`config.mk`:
```
export PLATFORM = sky130hd
export DESIGN_NAME = ahp_host_port
export DESIGN_NICKNAME = d
export VERILOG_FILES = /design/src/include/ahp_pkg.sv /design/src/logic/ahp_sync.sv /design/src/logic/ahp_host_port.sv
export SDC_FILE = /design/constraint.sdc
export NUM_CORES = 1
export LEC_CHECK = 0
export BUFFER_PORTS_ARGS = -buffer_cell sky130_fd_sc_hd__buf_4
export CAP_MARGIN = 20
export CORE_ASPECT_RATIO = 0.75
export CORE_MARGIN = 2
export CORE_UTILIZATION = 40
export DETAILED_ROUTE_END_ITERATION = 7
export GPL_ROUTABILITY_DRIVEN = 1
export MAX_ROUTING_LAYER = met4
export PLACE_DENSITY_LB_ADDON = 0.12
export SETUP_SLACK_MARGIN = 0.05
export SYNTH_ARGS = -nofsm -noshare
export SYNTH_HDL_FRONTEND = slang
export SYNTH_SLANG_ARGS = --single-unit
export TNS_END_PERCENT = 100
```
`constraint.sdc`:
```
create_clock -name aclk -period 2.8 [get_ports aclk]
set_input_delay 0.56 -clock aclk [delete_from_list [all_inputs] [get_ports aclk]]
set_output_delay 0.56 -clock aclk [all_outputs]
set_load 0.05 [all_outputs]
```
`src/include/ahp_pkg.sv`:
```
// Shared constants and types for the byte-wide ADC host port.
// Assumes a 10 MHz aclk and an AXI4-Lite master for the side registers.
package ahp_pkg;

    // ==========================================================
    // Timing
    // ==========================================================
    localparam int CLK_PERIOD_NS = 100;
    // Internal conversion oscillator half period; one falling edge per six aclk cycles
    localparam int INT_OSC_PERIOD_NS = 250;
    // Least time, so round up; never below one cycle
    localparam int INT_OSC_CYCLES_RAW = (INT_OSC_PERIOD_NS + CLK_PERIOD_NS - 1) / CLK_PERIOD_NS;
    localparam int INT_OSC_CYCLES = (INT_OSC_CYCLES_RAW < 1) ? 1 : INT_OSC_CYCLES_RAW;
    localparam logic [3:0] INT_OSC_LAST = 4'(INT_OSC_CYCLES - 1);
    // Falling conversion-clock edges from the write to the hold
    localparam logic [3:0] ACQ_HOLD_EDGE = 4'h4;
    // Falling conversion-clock edges spent in conversion, one per bit
    localparam logic [3:0] CONV_EDGES = 4'ha;

    // ==========================================================
    // Widths and fields
    // ==========================================================
    localparam int RES_W = 10;
    localparam int BUS_W = 8;
    localparam int CFG_ACQ_EXT_BIT = 5;
    localparam int HI_BITS = 2;
    localparam int LO_BITS = 8;

    // ==========================================================
    // Register map (byte addresses)
    // ==========================================================
    localparam logic [3:0] REG_CTRL = 4'h0;
    localparam logic [3:0] REG_STATUS = 4'h4;
    localparam logic [3:0] REG_RESULT = 4'h8;
    localparam logic [3:0] REG_CONFIG = 4'hc;
    localparam int CTRL_INT_CLK_BIT = 0;
    localparam logic CTRL_INT_CLK_RST = 1'b1;
    localparam logic [7:0] CONFIG_RST = 8'h00;
    localparam logic [9:0] RESULT_RST = 10'h000;
    localparam logic [1:0] RESP_OKAY = 2'h0;
    localparam logic [1:0] RESP_SLVERR = 2'h2;

    // ==========================================================
    // Types
    // ==========================================================
    typedef enum logic [1:0] {
        ST_IDLE,
        ST_ACQ_INT,
        ST_ACQ_EXT,
        ST_CONV
    } ahp_state_t;

    // Host-side control pins, all active low except the byte select and the conversion clock
    typedef struct packed {
        logic cs_n;
        logic rd_n;
        logic wr_n;
        logic high_byte_select;
        logic conv_clk;
    } ahp_pins_t;

    // Pin levels while the host is idle
    localparam ahp_pins_t PINS_IDLE = '{cs_n: 1'b1, rd_n: 1'b1, wr_n: 1'b1,
                                        high_byte_select: 1'b0, conv_clk: 1'b0};

endpackage : ahp_pkg

```
`src/logic/ahp_sync.sv`:
```
// Two-stage synchroniser for a bundle of asynchronous levels.
// Assumes the receiving logic reads only the q output.
`timescale 1ns/1ps
`default_nettype none

module ahp_sync #(
    parameter int W = 1,
    parameter logic [W-1:0] RST_VAL = '0
) (
    // Clock and reset
    input wire logic aclk,
    input wire logic aresetn,
    // Data
    input wire logic [W-1:0] d,
    output var logic [W-1:0] q
);

    logic [W-1:0] meta_r;

    // ==========================================================
    // Two flops; the first is seen by the second only
    // ==========================================================
    always_ff @(posedge aclk) begin
        if (!aresetn) begin
            meta_r <= RST_VAL;
            q <= RST_VAL;
        end else begin
            meta_r <= d;
            q <= meta_r;
        end
    end

endmodule : ahp_sync

`default_nettype wire

```
`src/logic/ahp_host_port.sv`:
```
// Byte-wide parallel host port of a 10-bit SAR converter, with its
// acquisition/conversion sequencer and an AXI4-Lite side register file.
// Assumes the host pins are asynchronous to aclk and the analog front end
// presents its code on sample_code in the aclk domain.
`timescale 1ns/1ps
`default_nettype none

// Contract
// - high_byte_select high puts top two result bits out, low the eight lower.
// - The two lowest data lines carry bits 1:0, or 9:8 when selecting high.
// - conversion_done_n falls when a conversion ends and the result is ready.
// - Read strobe falling with chip select low drives the chosen byte out.
// - Internal acquisition: write rising latches config and starts acquire plus convert.
// - External acquisition: second write rising ends acquisition, starts conversion.
// - Chip select high keeps all eight data outputs released.
// - Tracking begins on a rising write strobe.
// - Internal acquisition holds on fourth falling clock edge after the config write.
// - Read strobe falling returns conversion_done_n high.
module ahp_host_port (
    // Clock and reset
    input wire logic aclk,
    input wire logic aresetn,
    // AXI4-Lite write address and data
    input wire logic [3:0] s_axi_awaddr,
    input wire logic s_axi_awvalid,
    output logic s_axi_awready,
    input wire logic [31:0] s_axi_wdata,
    input wire logic [3:0] s_axi_wstrb,
    input wire logic s_axi_wvalid,
    output logic s_axi_wready,
    // AXI4-Lite write response
    output logic [1:0] s_axi_bresp,
    output logic s_axi_bvalid,
    input wire logic s_axi_bready,
    // AXI4-Lite read
    input wire logic [3:0] s_axi_araddr,
    input wire logic s_axi_arvalid,
    output logic s_axi_arready,
    output logic [31:0] s_axi_rdata,
    output logic [1:0] s_axi_rresp,
    output logic s_axi_rvalid,
    input wire logic s_axi_rready,
    // Host pins
    input wire ahp_pkg::ahp_pins_t pins,
    input wire logic [7:0] data_in,
    output logic [7:0] data_out,
    output logic data_oe_n,
    output logic conversion_done_n,
    // Analog front end
    input wire logic [9:0] sample_code,
    output logic tracking
);

    // ==========================================================
    // Declarations
    // ==========================================================
    ahp_pkg::ahp_pins_t pins_s;
    ahp_pkg::ahp_pins_t pins_d_r;
    logic [7:0] data_s;
    logic cs_act;
    logic rd_fall;
    logic wr_rise;
    logic ext_fall;
    logic int_fall;
    logic conv_fall;
    logic [3:0] osc_cnt_r;
    logic int_clk_r;
    logic [3:0] edge_cnt_r;
    ahp_pkg::ahp_state_t state_r;
    logic [7:0] config_r;
    logic [9:0] held_r;
    logic [9:0] result_r;
    logic reading_r;
    logic done_r;
    logic wr_cfg_acq_ext;
    // Register file
    logic ctrl_int_clk_r;
    logic aw_full_r;
    logic w_full_r;
    logic [3:0] aw_addr_r;
    logic [31:0] w_data_r;
    logic [3:0] w_strb_r;
    logic do_write;
    logic [31:0] rd_word;
    logic rd_ok;

    // ==========================================================
    // Pin synchronisers
    // ==========================================================
    ahp_sync #(
        .W($bits(ahp_pkg::ahp_pins_t)),
        .RST_VAL(ahp_pkg::PINS_IDLE)
    ) u_pin_sync (
        .aclk(aclk),
        .aresetn(aresetn),
        .d(pins),
        .q(pins_s)
    );

    // Data in the same latency as the strobes, so a write edge sees it
    ahp_sync #(
        .W(ahp_pkg::BUS_W),
        .RST_VAL(8'h00)
    ) u_data_sync (
        .aclk(aclk),
        .aresetn(aresetn),
        .d(data_in),
        .q(data_s)
    );

    // History of synchronised pins for edge detection
    always_ff @(posedge aclk) begin
        if (!aresetn) begin
            pins_d_r <= ahp_pkg::PINS_IDLE;
        end else begin
            pins_d_r <= pins_s;
        end
    end

    // Edges qualified by chip select; strobes without it do nothing
    assign cs_act = !pins_s.cs_n;
    assign rd_fall = cs_act && pins_d_r.rd_n && !pins_s.rd_n;
    assign wr_rise = cs_act && !pins_d_r.wr_n && pins_s.wr_n;
    assign wr_cfg_acq_ext = data_s[ahp_pkg::CFG_ACQ_EXT_BIT];

    // ==========================================================
    // Conversion clock: pin or internal oscillator
    // ==========================================================
    // Internal oscillator as an enable; falling edge once per period
    always_ff @(posedge aclk) begin
        if (!aresetn) begin
            osc_cnt_r <= 4'h0;
            int_clk_r <= 1'b0;
        end else if (osc_cnt_r == ahp_pkg::INT_OSC_LAST) begin
            osc_cnt_r <= 4'h0;
            int_clk_r <= !int_clk_r;
        end else begin
            osc_cnt_r <= osc_cnt_r + 4'h1;
        end
    end

    assign int_fall = (osc_cnt_r == ahp_pkg::INT_OSC_LAST) && int_clk_r;
    // Pin clock only counts when the host runs it; a static pin gives no edges
    assign ext_fall = pins_d_r.conv_clk && !pins_s.conv_clk;
    assign conv_fall = ctrl_int_clk_r ? int_fall : ext_fall;

    // ==========================================================
    // Acquisition and conversion sequencer
    // ==========================================================
    // A write during conversion is ignored rather than restarting it
    always_ff @(posedge aclk) begin
        if (!aresetn) begin
            state_r <= ahp_pkg::ST_IDLE;
            edge_cnt_r <= 4'h0;
            config_r <= ahp_pkg::CONFIG_RST;
            held_r <= ahp_pkg::RESULT_RST;
            tracking <= 1'b0;
        end else begin
            unique case (state_r)
                ahp_pkg::ST_IDLE,
                ahp_pkg::ST_ACQ_INT: begin
                    if (wr_rise) begin
                        config_r <= data_s;
                        tracking <= 1'b1;
                        edge_cnt_r <= 4'h0;
                        state_r <= wr_cfg_acq_ext ? ahp_pkg::ST_ACQ_EXT : ahp_pkg::ST_ACQ_INT;
                    end else if (state_r == ahp_pkg::ST_ACQ_INT && conv_fall) begin
                        if (edge_cnt_r == ahp_pkg::ACQ_HOLD_EDGE - 4'h1) begin
                            held_r <= sample_code;
                            tracking <= 1'b0;
                            edge_cnt_r <= 4'h0;
                            state_r <= ahp_pkg::ST_CONV;
                        end else begin
                            edge_cnt_r <= edge_cnt_r + 4'h1;
                        end
                    end
                end
                ahp_pkg::ST_ACQ_EXT: begin
                    // Next write ends tracking; config stays as written
                    if (wr_rise) begin
                        held_r <= sample_code;
                        tracking <= 1'b0;
                        edge_cnt_r <= 4'h0;
                        state_r <= ahp_pkg::ST_CONV;
                    end
                end
                ahp_pkg::ST_CONV: begin
                    if (conv_fall) begin
                        if (edge_cnt_r == ahp_pkg::CONV_EDGES - 4'h1) begin
                            state_r <= ahp_pkg::ST_IDLE;
                            edge_cnt_r <= 4'h0;
                        end else begin
                            edge_cnt_r <= edge_cnt_r + 4'h1;
                        end
                    end
                end
            endcase
        end
    end

    // Result update at the last conversion edge
    always_ff @(posedge aclk) begin
        if (!aresetn) begin
            result_r <= ahp_pkg::RESULT_RST;
        end else if (state_r == ahp_pkg::ST_CONV && conv_fall && edge_cnt_r == ahp_pkg::CONV_EDGES - 4'h1) begin
            result_r <= held_r;
        end
    end

    // Done flag: a finishing conversion wins over a read in the same cycle
    always_ff @(posedge aclk) begin
        if (!aresetn) begin
            done_r <= 1'b0;
        end else if (state_r == ahp_pkg::ST_CONV && conv_fall && edge_cnt_r == ahp_pkg::CONV_EDGES - 4'h1) begin
            done_r <= 1'b1;
        end else if (rd_fall) begin
            done_r <= 1'b0;
        end
    end

    assign conversion_done_n = !done_r;

    // ==========================================================
    // Data bus drive
    // ==========================================================
    // Read window opens on a qualified read fall, closes on rd or cs rise
    always_ff @(posedge aclk) begin
        if (!aresetn) begin
            reading_r <= 1'b0;
        end else if (rd_fall) begin
            reading_r <= 1'b1;
        end else if (pins_s.rd_n || pins_s.cs_n) begin
            reading_r <= 1'b0;
        end
    end

    // Byte mux registered; high byte sits on the two lowest lines
    always_ff @(posedge aclk) begin
        if (!aresetn) begin
            data_out <= 8'h00;
        end else if (pins_s.high_byte_select) begin
            data_out <= {6'h00, result_r[ahp_pkg::RES_W-1 -: ahp_pkg::HI_BITS]};
        end else begin
            data_out <= result_r[ahp_pkg::LO_BITS-1:0];
        end
    end

    // Released on synchronised chip select; two flops of lag, never raw pin logic
    assign data_oe_n = !(reading_r && !pins_s.cs_n);

    // ==========================================================
    // AXI4-Lite write channel
    // ==========================================================
    assign s_axi_awready = !aw_full_r;
    assign s_axi_wready = !w_full_r;
    assign do_write = aw_full_r && w_full_r && !s_axi_bvalid;

    // Address and data are held independently, taken in either order
    always_ff @(posedge aclk) begin
        if (!aresetn) begin
            aw_full_r <= 1'b0;
            w_full_r <= 1'b0;
            aw_addr_r <= 4'h0;
            w_data_r <= 32'h0000_0000;
            w_strb_r <= 4'h0;
        end else begin
            if (s_axi_awvalid && s_axi_awready) begin
                aw_full_r <= 1'b1;
                aw_addr_r <= s_axi_awaddr;
            end else if (do_write) begin
                aw_full_r <= 1'b0;
            end
            if (s_axi_wvalid && s_axi_wready) begin
                w_full_r <= 1'b1;
                w_data_r <= s_axi_wdata;
                w_strb_r <= s_axi_wstrb;
            end else if (do_write) begin
                w_full_r <= 1'b0;
            end
        end
    end

    // Write response; unmapped addresses answer SLVERR
    always_ff @(posedge aclk) begin
        if (!aresetn) begin
            s_axi_bvalid <= 1'b0;
            s_axi_bresp <= ahp_pkg::RESP_OKAY;
        end else if (do_write) begin
            s_axi_bvalid <= 1'b1;
            s_axi_bresp <= (aw_addr_r == ahp_pkg::REG_CTRL || aw_addr_r == ahp_pkg::REG_STATUS ||
                            aw_addr_r == ahp_pkg::REG_RESULT || aw_addr_r == ahp_pkg::REG_CONFIG)
                           ? ahp_pkg::RESP_OKAY : ahp_pkg::RESP_SLVERR;
        end else if (s_axi_bready) begin
            s_axi_bvalid <= 1'b0;
        end
    end

    // Control register: only the clock-source bit is writable
    always_ff @(posedge aclk) begin
        if (!aresetn) begin
            ctrl_int_clk_r <= ahp_pkg::CTRL_INT_CLK_RST;
        end else if (do_write && aw_addr_r == ahp_pkg::REG_CTRL && w_strb_r[0]) begin
            ctrl_int_clk_r <= w_data_r[ahp_pkg::CTRL_INT_CLK_BIT];
        end
    end

    // ==========================================================
    // AXI4-Lite read channel
    // ==========================================================
    always_comb begin
        rd_word = 32'h0000_0000;
        rd_ok = 1'b1;
        unique case (s_axi_araddr)
            ahp_pkg::REG_CTRL: rd_word[ahp_pkg::CTRL_INT_CLK_BIT] = ctrl_int_clk_r;
            ahp_pkg::REG_STATUS: rd_word[5:0] = {tracking, reading_r, state_r, conversion_done_n, done_r};
            ahp_pkg::REG_RESULT: rd_word[ahp_pkg::RES_W-1:0] = result_r;
            ahp_pkg::REG_CONFIG: rd_word[7:0] = config_r;
            default: rd_ok = 1'b0;
        endcase
    end

    assign s_axi_arready = !s_axi_rvalid;

    // One read in flight; data registered with the valid
    always_ff @(posedge aclk) begin
        if (!aresetn) begin
            s_axi_rvalid <= 1'b0;
            s_axi_rdata <= 32'h0000_0000;
            s_axi_rresp <= ahp_pkg::RESP_OKAY;
        end else if (s_axi_arvalid && s_axi_arready) begin
            s_axi_rvalid <= 1'b1;
            s_axi_rdata <= rd_word;
            s_axi_rresp <= rd_ok ? ahp_pkg::RESP_OKAY : ahp_pkg::RESP_SLVERR;
        end else if (s_axi_rready) begin
            s_axi_rvalid <= 1'b0;
        end
    end

endmodule : ahp_host_port

`default_nettype wire

```
==> results of run 1 <==
## logic make-up after synthesis
kind of cell             share of synthesized area (%)
adder cells (fa/ha/maj)                           1.22
multiplexers                                      6.93
buffers and inverters                             7.61
flip-flops                                        49.8
AO/OA/AOI/OAI                                     11.3
other                                           0.0915
XOR/XNOR                                         0.642
AND/OR/NAND/NOR                                   22.4
## registers in the layout, summed over array words and instances, names as in the netlist, 2 cells and up
name                flops
s_axi_rdata            10
u_pin_sync.meta_r       5
config_r                8
data_out                8
state_r                 2
u_pin_sync.q            5
held_r                 10
aw_addr_r               4
u_data_sync.q           8
edge_cnt_r              4
result_r               10
pins_d_r                3
u_data_sync.meta_r      8
osc_cnt_r               4
## metrics by stage
| stage | util (%) | total power [W] | hold slack, ns |
|---|---|---|---|
| after CTS | 50.4 | 0.00325 | 0.385 |
| final | 50.4 | 0.00321 | 0.397 |
| after global placement | 47.0 | 0.00184 | 0.392 |
| after detailed placement | 47.0 | 0.00184 | 0.392 |
| after floorplan | - | 0.00178 | 0.386 |
| after global routing | 50.4 | 0.00335 | 0.385 |
## metal layers
| layer | part of all wire, % | vias up |
|---|---|---|
| li1 | - | 1525 |
| met1 | 52 | 1343 |
| met2 | 40 | 89 |
| met3 | 6.8 | 5 |
| met4 | 0.81 | 0 |
| met5 | 0 | - |
## power breakdown
part / internal [W] / switching (W)
Sequential: 0.00149 / 0.0000297
Clock: 0.000877 / 0.000531
Combinational: 0.0000971 / 0.000186
## cell usage after synthesis, types with 8 or more instances
library cell	n	area, um^2
nand2b_1	13	81.3
clkbuf_1	15	56.3
nand2_1	52	195
a21oi_1	27	135
buf_4	26	195
and2_1	31	194
dfxtp_1	102	2040
nor2_1	33	124
mux2i_1	19	190
o21ai_0	17	85.1
nand3_1	17	85.1
inv_1	8	30.0
## critical path, stage by stage, from the launching register on
cell and delay, ns:
dfxtp_1 0.37, inv_1 0.06, ha_1 0.19, nor3b_4 0.18
a31oi_1 0.66, o21ai_0 0.23, a21oi_1 0.17
## cell type report
class | instances | area (um^2) | area share [%]
Clock buffer | 11 | 233 | 4.70
Sequential cell | 102 | 2040 | 41.3
Inverter | 9 | 33.8 | 0.683
Multi-Input combinational cell | 298 | 1830 | 37.0
Timing Repair Buffer | 72 | 541 | 10.9
Clock inverter | 5 | 106 | 2.15
Tap cell | 132 | 165 | 3.34
## final timing paths
path	startpoint	end	slack, ns	cells after the start
worst max register to register	osc_cnt_r[0]$_SDFF_PP0_	result_r[4]$_SDFFE_PN0P_	0.86	6
worst max-delay path	osc_cnt_r[0]$_SDFF_PP0_	result_r[4]$_SDFFE_PN0P_	0.86	6
worst min register to register	u_pin_sync.meta_r[4]$_SDFF_PN1_	u_pin_sync.q[4]$_SDFF_PN1_	0.40	1
worst min-delay path	pins[2]	u_pin_sync.meta_r[2]$_SDFF_PN1_	0.40	2
==> flow_summary_export.csv, run 1 <==
group,metric,value,unit
sta,setup_ws,0.859,ns
power_and_ir_drop,p_leak,2.07,nW
clock_network,cts_hold_buf,0,
power_and_ir_drop,vdd_drop_max,0.000414,V
sta,min_period,1.94,ns
finish,final_cell_mix,"102 x dfxtp_1, 72 x buf_4, 52 x nand2_1",
sta,fin_setup_tns,0,ns
sta,slew_headroom,44.1,%
critical_path,critPathArrivalTime,2.21,ns
finish,final_common_cell,"dfxtp_1",
grt,gr-usage-met3,5.53,%
yosys,ys_types,54,
yosys,synth_area_per_cell,9.50,um^2
die,dieHeight,91.6,um
finish,fin_nets,570,
grt,grt_use_met1,23.6,%
clock_network,clock_latency,0.34,ns
die,initial_utilization,41.7,%
die,rows,31,
grt,grt.overflow.total,0,
sta,worst_pin_slew,0.835,ns
yosys,synth_edf_count,0,
status,status,"finished clean",
finish,fillers,917,
routing,drtIter0Drc,167,
finish,drive_gt1_share,21.3,%
routing,drc,0,
critical_path,crit_type,"reg2reg",
clock_network,cts_tree,"yes",
finish,design_area,4950,um^2
sta,setup_violations,0,
routing,ant_nets,0,
yosys,syn-cell-area,4100,um^2
sta,clock_skew,0.00896,ns
grt,grt.busiest_layer,"met1",
worst_hold_path,hp-class,"in2reg",
clock_network,cts_buffers,9,
die,die_x,121,um
placement,post-place-cells,613,
grt,grt_pass1_wl,14200,um
sta,min_period_over_period,69.3,%
clock_network,h-tree-depth,3,
placement,gp_congestion,0.786,
grt,grt_use_total,16.7,%
grt,grt_pass1_vias,2832,
finish,diodes,0,
yosys,ys_warn_count,0,
die,design.die.area,11100,um^2
routing,vias,2962,
sta,hold_viol,0,
flow_run,maxCapViolations,0,
critical_path,crit_fanout,10,
finish,final_cell_count_no_fill,629,
critical_path,cp-end-kind,"flop",
routing,wl_per_cell,13.4,um
sta,fmax,0.515,GHz
sta,rsz0062_at_grt,"no",
grt,antenna_found_initial,0,
yosys,yosys_most_used_dff,"dfxtp_1",
finish,area.growth.synth_to_final,20.8,%
clock_network,cts_max_path_buffers,2,
clock_network,cts_setup_buffers,0,
sta,finalMaxSlewViolations,0,
critical_path,required,3.07,ns
routing,via_per_inst,4.71,
routing,wl,8440,um
clock_network,post_cts_resized,0,
placement,dpl_worst_slack,0.912,ns
routing,firstDrtPassIters,4,
placement,place_hpwl,6030,um
clock_network,root_buffer,"clkbuf_16",
placement,placed_area,4610,um^2
yosys,yosysSeqAreaShare,49.8,%
die,core_area,9810,um^2
yosys,synth_seq_cells,102,
clock_network,clk_pin_slew,0.07,ns
grt,grt_max_degree,65,
yosys,syn_inst,431,
yosys,async_reset_ff_share,0,%
power_and_ir_drop,p_per_area,650,nW/um^2
die,io_pins,126,
critical_path,worst_setup_path_start_kind,"flop",
placement,port_buffers,67,
grt,met2_usage,23.0,%
clock_network,clock-sinks,102,
Note: power is estimated with default switching activity, not from simulation.
==> inputs of run 2 (changes only) <==
==> constraint.sdc (replaced) <==
create_clock -name aclk -period 2 [get_ports aclk]
set_input_delay 0.4 -clock aclk [delete_from_list [all_inputs] [get_ports aclk]]
set_output_delay 0.4 -clock aclk [all_outputs]
set_load 0.05 [all_outputs]
==> flow_summary_export.csv, run 2 (synthesized netlist as in run 1, its figures left out) <==
group,metric,value,unit
die,die_x,121,um
finish,final_common_cell,"dfxtp_1",
flow_run,maxCapViolations,0,
die,dieHeight,91.6,um
placement,post-place-cells,616,
grt,grt.overflow.total,0,
sta,min_period_over_period,88.3,%
clock_network,clk_pin_slew,0.07,ns
finish,multiInputGateArea,1830,um^2
critical_path,reg2reg_depth,7,
clock_network,cts_setup_buffers,0,
grt,grt_pass1_wl,13400,um
die,core_area,9810,um^2
routing,wl_per_cell,13.0,um
sta,rsz0062_at_grt,"no",
routing,wl,8250,um
die,io_pins,126,
critical_path,required,2.28,ns
finish,final_cell_mix,"102 x dfxtp_1, 75 x buf_4, 52 x nand2_1",
sta,finalMaxSlewViolations,0,
clock_network,cts_tree,"yes",
clock_network,cts_hold_buf,0,
clock_network,cts_buffers,9,
critical_path,critPathMaxStageDelay,0.38,ns
critical_path,path_cells,"inv_1 -> ha_1 -> nor3b_4 -> a21o_4 -> a32oi_2 -> buf_4 -> mux2i_1",
sta,min_period,1.77,ns
sta,setup_violations,0,
placement,place_hpwl,6090,um
placement,gp_congestion,0.844,
routing,vias,3006,
power_and_ir_drop,power,0.00419,W
power_and_ir_drop,p_leak,2.06,nW
sta,clock_skew,0.00749,ns
grt,grt_use_total,16.0,%
finish,fin_nets,573,
finish,fillers,957,
grt,grt_pass1_vias,2745,
grt,grt_max_degree,38,
finish,utilization,50.1,%
clock_network,post_cts_resized,0,
routing,via_per_inst,4.76,
clock_network,clock-sinks,102,
finish,largestRegisters,"held_r x10, result_r x10, s_axi_rdata x10",
finish,area.growth.synth_to_final,20.0,%
clock_network,clock_latency,0.35,ns
sta,hold_viol,0,
sta,fmax,0.566,GHz
sta,fin_setup_tns,0,ns
routing,drc,0,
placement,port_buffers,67,
worst_hold_path,whs_path_depth,2,
critical_path,crit_fanout,10,
grt,antenna_found_initial,0,
worst_hold_path,hp-class,"in2reg",
finish,diodes,0,
critical_path,crit_type,"reg2reg",
critical_path,crit_slowest_cell,"dfxtp_1",
die,initial_utilization,41.7,%
clock_network,h-tree-depth,3,
power_and_ir_drop,vdd_drop_max,0.000503,V
critical_path,critPathArrivalTime,2.04,ns
routing,firstDrtPassIters,4,
die,rows,31,
clock_network,root_buffer,"clkbuf_16",
critical_path,cp-end-kind,"flop",
clock_network,cts_max_path_buffers,2,
finish,ff_latch_area,2040,um^2
status,status,"finished clean",
routing,drtIter0Drc,142,
critical_path,worst_setup_path_start_kind,"flop",
finish,final_cell_count_no_fill,632,
routing,ant_nets,0,
die,design.die.area,11100,um^2
finish,drive_gt1_share,22.2,%
power_and_ir_drop,p_per_area,852,nW/um^2
==> run 2: changes by cell type in the layout (fill, tap and decap cells not counted), sizes merged <==
cell | before | now
clkinv | 1 | 3
clkinvlp | 1 | 2
bufinv | 3 | 0
buf | 72 | 75
clkbuf | 11 | 9
inv | 9 | 11
==> run 2: path summary, 6_finish.rpt <==
check	from	end	slack, ns
setup reg to reg	osc_cnt_r[0]$_SDFF_PP0_	held_r[5]$_SDFFE_PN0P_	0.23
hold reg to reg	u_pin_sync.meta_r[4]$_SDFF_PN1_	u_pin_sync.q[4]$_SDFF_PN1_	0.40
setup / recovery	osc_cnt_r[0]$_SDFF_PP0_	held_r[5]$_SDFFE_PN0P_	0.23
hold / removal	pins[2]	u_pin_sync.meta_r[2]$_SDFF_PN1_	0.23
==> run 2: metrics by stage <==
step	hold WS (ns)	worst slack, ns	area, um^2
6_report	0.228	0.234	4920
5_1_grt	0.222	0.107	4920
4_1_cts	0.220	0.208	4920
3_5_place_dp	0.394	0.224	4630
3_3_place_gp	0.392	0.276	4630
2_1_floorplan	0.386	0.467	4180
==> run 2: where the power goes <==
group | total (W) | switching [W] | internal, W
logic | 0.000398 | 0.000259 | 0.000139
registers | 0.00213 | 0.0000416 | 0.00209
clock network | 0.00166 | 0.000798 | 0.000861
total | 0.00419 | 0.00110 | 0.00309
==> run 2: layout make-up <==
| class | instances | share of cell area (%) |
|---|---|---|
| repair buffers | 75 | 11.5 |
| flip-flops and latches | 102 | 41.5 |
| well taps | 132 | 3.36 |
| clock inverters | 7 | 1.17 |
| clock buffers | 9 | 4.58 |
| inverters | 9 | 0.687 |
| multi-input cells | 298 | 37.2 |
==> run 2: metal layers <==
metal	up-vias	global-route usage, %	share of wire (%)
met4	0	5.43	1.2
met2	88	21.4	40
met1	1374	22.4	52
li1	1536	-	-
met5	-	-	0
met3	8	5.16	6.5
==> run 2: critical path, delay by kind of cell (launching register included) <==
| kind | cells | cell delay (ns) |
|---|---|---|
| and+or+nand+nor | 1 | 0.18 |
| adders and majority gates | 1 | 0.19 |
| muxes | 1 | 0.20 |
| AOI/OAI and AO/OA | 2 | 0.43 |
| buffers and inverters | 2 | 0.32 |
| DFF | 1 | 0.38 |
==> inputs of run 3 (changes only) <==
--- a/config.mk
+++ b/config.mk
@@ -9,7 +9,7 @@
 export CAP_MARGIN = 20
 export CORE_ASPECT_RATIO = 0.75
 export CORE_MARGIN = 2
-export CORE_UTILIZATION = 40
+export CORE_UTILIZATION = 51
 export DETAILED_ROUTE_END_ITERATION = 7
 export GPL_ROUTABILITY_DRIVEN = 1
 export MAX_ROUTING_LAYER = met4
==> constraint.sdc (replaced) <==
create_clock -name aclk -period 2 [get_ports aclk]
set_input_delay 0.1 -clock aclk [delete_from_list [all_inputs] [get_ports aclk]]
set_output_delay 0.1 -clock aclk [all_outputs]
set_load 0.05 [all_outputs]
==> flow_summary_export.csv, run 3 (synthesized netlist as in run 1, its figures left out) <==
group,metric,value,unit
status,status,"finished clean",
die,io_pins,126,
sta,finalMaxSlewViolations,0,
critical_path,crit_fanout,10,
critical_path,r2r_start,"osc_cnt_r[0]$_SDFF_PP0_",
sta,clock_skew,0.0101,ns
power_and_ir_drop,combPwrFrac,11.4,%
routing,via_per_inst,4.87,
finish,fillers,655,
sta,hold_viol,0,
critical_path,path_cells,"inv_1 -> ha_1 -> nor3b_4 -> a21o_4 -> a32oi_2 -> buf_4 -> mux2i_1",
worst_hold_path,whs_endpoint,"s_axi_rresp[1]$_SDFFE_PN0P_",
critical_path,crit_type,"reg2reg",
routing,ant_nets,0,
critical_path,reg2reg_depth,7,
power_and_ir_drop,sw_frac_of_total,25.9,%
clock_network,post_cts_resized,0,
finish,multiInputGateArea,1830,um^2
grt,grt_pass1_wl,13300,um
die,dieHeight,81.6,um
routing,vias,3097,
placement,dpl_worst_slack,0.274,ns
clock_network,clock-sinks,102,
sta,fin_setup_tns,0,ns
sta,fmax,0.570,GHz
clock_network,clk_pin_slew,0.10,ns
finish,drive_gt1_share,20.3,%
sta,hold_ws,0.0216,ns
grt,antenna_found_initial,0,
power_and_ir_drop,vdd_drop_max,0.000434,V
routing,wl_per_cell,12.9,um
placement,post-place-cells,587,
worst_hold_path,hp-start,"s_axi_araddr[0]",
power_and_ir_drop,clkPwrFrac,34.1,%
critical_path,worst_setup_path_start_kind,"flop",
grt,grt_use_total,20.0,%
finish,final_cell_count_no_fill,636,
clock_network,cts_tree,"yes",
clock_network,h-tree-depth,3,
finish,final_common_cell,"dfxtp_1",
finish,fin_nets,604,
critical_path,required,2.28,ns
die,die_x,107,um
finish,area.growth.synth_to_final,25.0,%
finish,diodes,0,
placement,port_buffers,67,
critical_path,critPathMaxStageDelay,0.37,ns
placement,place_hpwl,5620,um
clock_network,clock_latency,0.36,ns
critical_path,critPathArrivalTime,2.04,ns
placement,placed_area,4580,um^2
routing,drtIter0Drc,159,
die,core_area,7850,um^2
routing,firstDrtPassIters,4,
clock_network,cts_setup_buffers,0,
grt,grt.overflow.total,0,
routing,drc,0,
die,rows,28,
finish,largestRegisters,"held_r x10, result_r x10, s_axi_rdata x10",
sta,min_period,1.75,ns
die,design.die.area,8770,um^2
clock_network,root_buffer,"clkbuf_8",
sta,setup_ws,0.246,ns
die,initial_utilization,52.2,%
finish,design_area,5120,um^2
critical_path,cp_num_cells,7,
power_and_ir_drop,internal-power,0.00290,W
power_and_ir_drop,p_per_area,764,nW/um^2
flow_run,maxCapViolations,0,
sta,rsz0062_at_grt,"no",
sta,min_period_over_period,87.7,%
critical_path,cp-end-kind,"flop",
routing,wl,8180,um
clock_network,cts_max_path_buffers,2,
critical_path,crit_buf_inv,2,
critical_path,reg2reg_slack,0.25,ns
critical_path,path_delay_family,"compound AO/OA/AOI/OAI gates",
grt,grt_pass1_vias,2780,
finish,ff_latch_area,2040,um^2
power_and_ir_drop,switchingPower,0.00101,W
grt,grt_max_degree,49,
clock_network,cts_buffers,9,
placement,gp_congestion,0.800,
sta,setup_violations,0,
power_and_ir_drop,p_leak,2.16,nW
worst_hold_path,whs_path_depth,3,
worst_hold_path,hp-class,"in2reg",
critical_path,r2r-end,"held_r[6]$_SDFFE_PN0P_",
finish,final_cell_mix,"102 x dfxtp_1, 73 x buf_4, 52 x nand2_1",
critical_path,crit_slowest_cell,"dfxtp_1",
power_and_ir_drop,p_seq_share,54.5,%
## run 3: cell count changes in the layout (fill, tap and decap cells not counted), moves of 2 or more
cell | previous run | this run
buf_4 | 75 | 73
clkbuf_8 | 0 | 10
clkbuf_16 | 9 | 0
dlygate4sd3_1 | 0 | 33
## run 3: cell type report
cell class,instances,area share [%]
clock buffer,11,2.76
clock inverter,5,1.29
inverter,9,0.660
multi-input combinational,298,35.7
sequential,102,39.9
tap,105,2.56
timing repair buffer,106,17.1
## run 3: worst max-delay path by stage
stage | from | to | slack, ns
floorplan | osc_cnt_r[0]$_SDFF_PP0_ | held_r[0]$_SDFFE_PN0P_ | 0.47
global placement | osc_cnt_r[0]$_SDFF_PP0_ | held_r[3]$_SDFFE_PN0P_ | 0.32
detailed placement | osc_cnt_r[0]$_SDFF_PP0_ | held_r[6]$_SDFFE_PN0P_ | 0.27
CTS | osc_cnt_r[0]$_SDFF_PP0_ | held_r[6]$_SDFFE_PN0P_ | 0.25
global route | osc_cnt_r[0]$_SDFF_PP0_ | held_r[6]$_SDFFE_PN0P_ | 0.13
finish | osc_cnt_r[0]$_SDFF_PP0_ | held_r[6]$_SDFFE_PN0P_ | 0.25
## run 3: per-stage QoR
stage	total power (W)	util, %
2_1_floorplan	0.00250	-
3_3_place_gp	0.00256	58.4
3_5_place_dp	0.00257	58.4
4_1_cts	0.00394	65.3
5_1_grt	0.00408	65.3
6_report	0.00391	65.3
## run 3: timing repair
action	4_1_cts	5_1_grt
hold buffers	33	0
endpoints found under the setup margin	0	0
hold endpoints to repair	33	0
## run 3: worst min-delay path: stages
cell and delay, ns:
buf_4 0.10, nor4b_4 0.06, nor2_1 0.09
## run 3: metal layers
metal  part of all wire [%]  track usage (%)  wire, um  vias up
li1                       -                -         -     1595
met1                     50             27.7      4100     1400
met2                     44             29.4      3610      100
met3                    5.5             5.71       449        2
met4                   0.33             3.85        27        0
met5                      0                -         0        -
## run 3: power by group through the flow
stage	Combinational [W]	Sequential (W)	Clock (W)
detailed placement	0.000395	0.00218	0
finish	0.000447	0.00213	0.00133
global placement	0.000389	0.00218	0
floorplan	0.000309	0.00219	0
CTS	0.000448	0.00213	0.00136
global route	0.000486	0.00214	0.00145
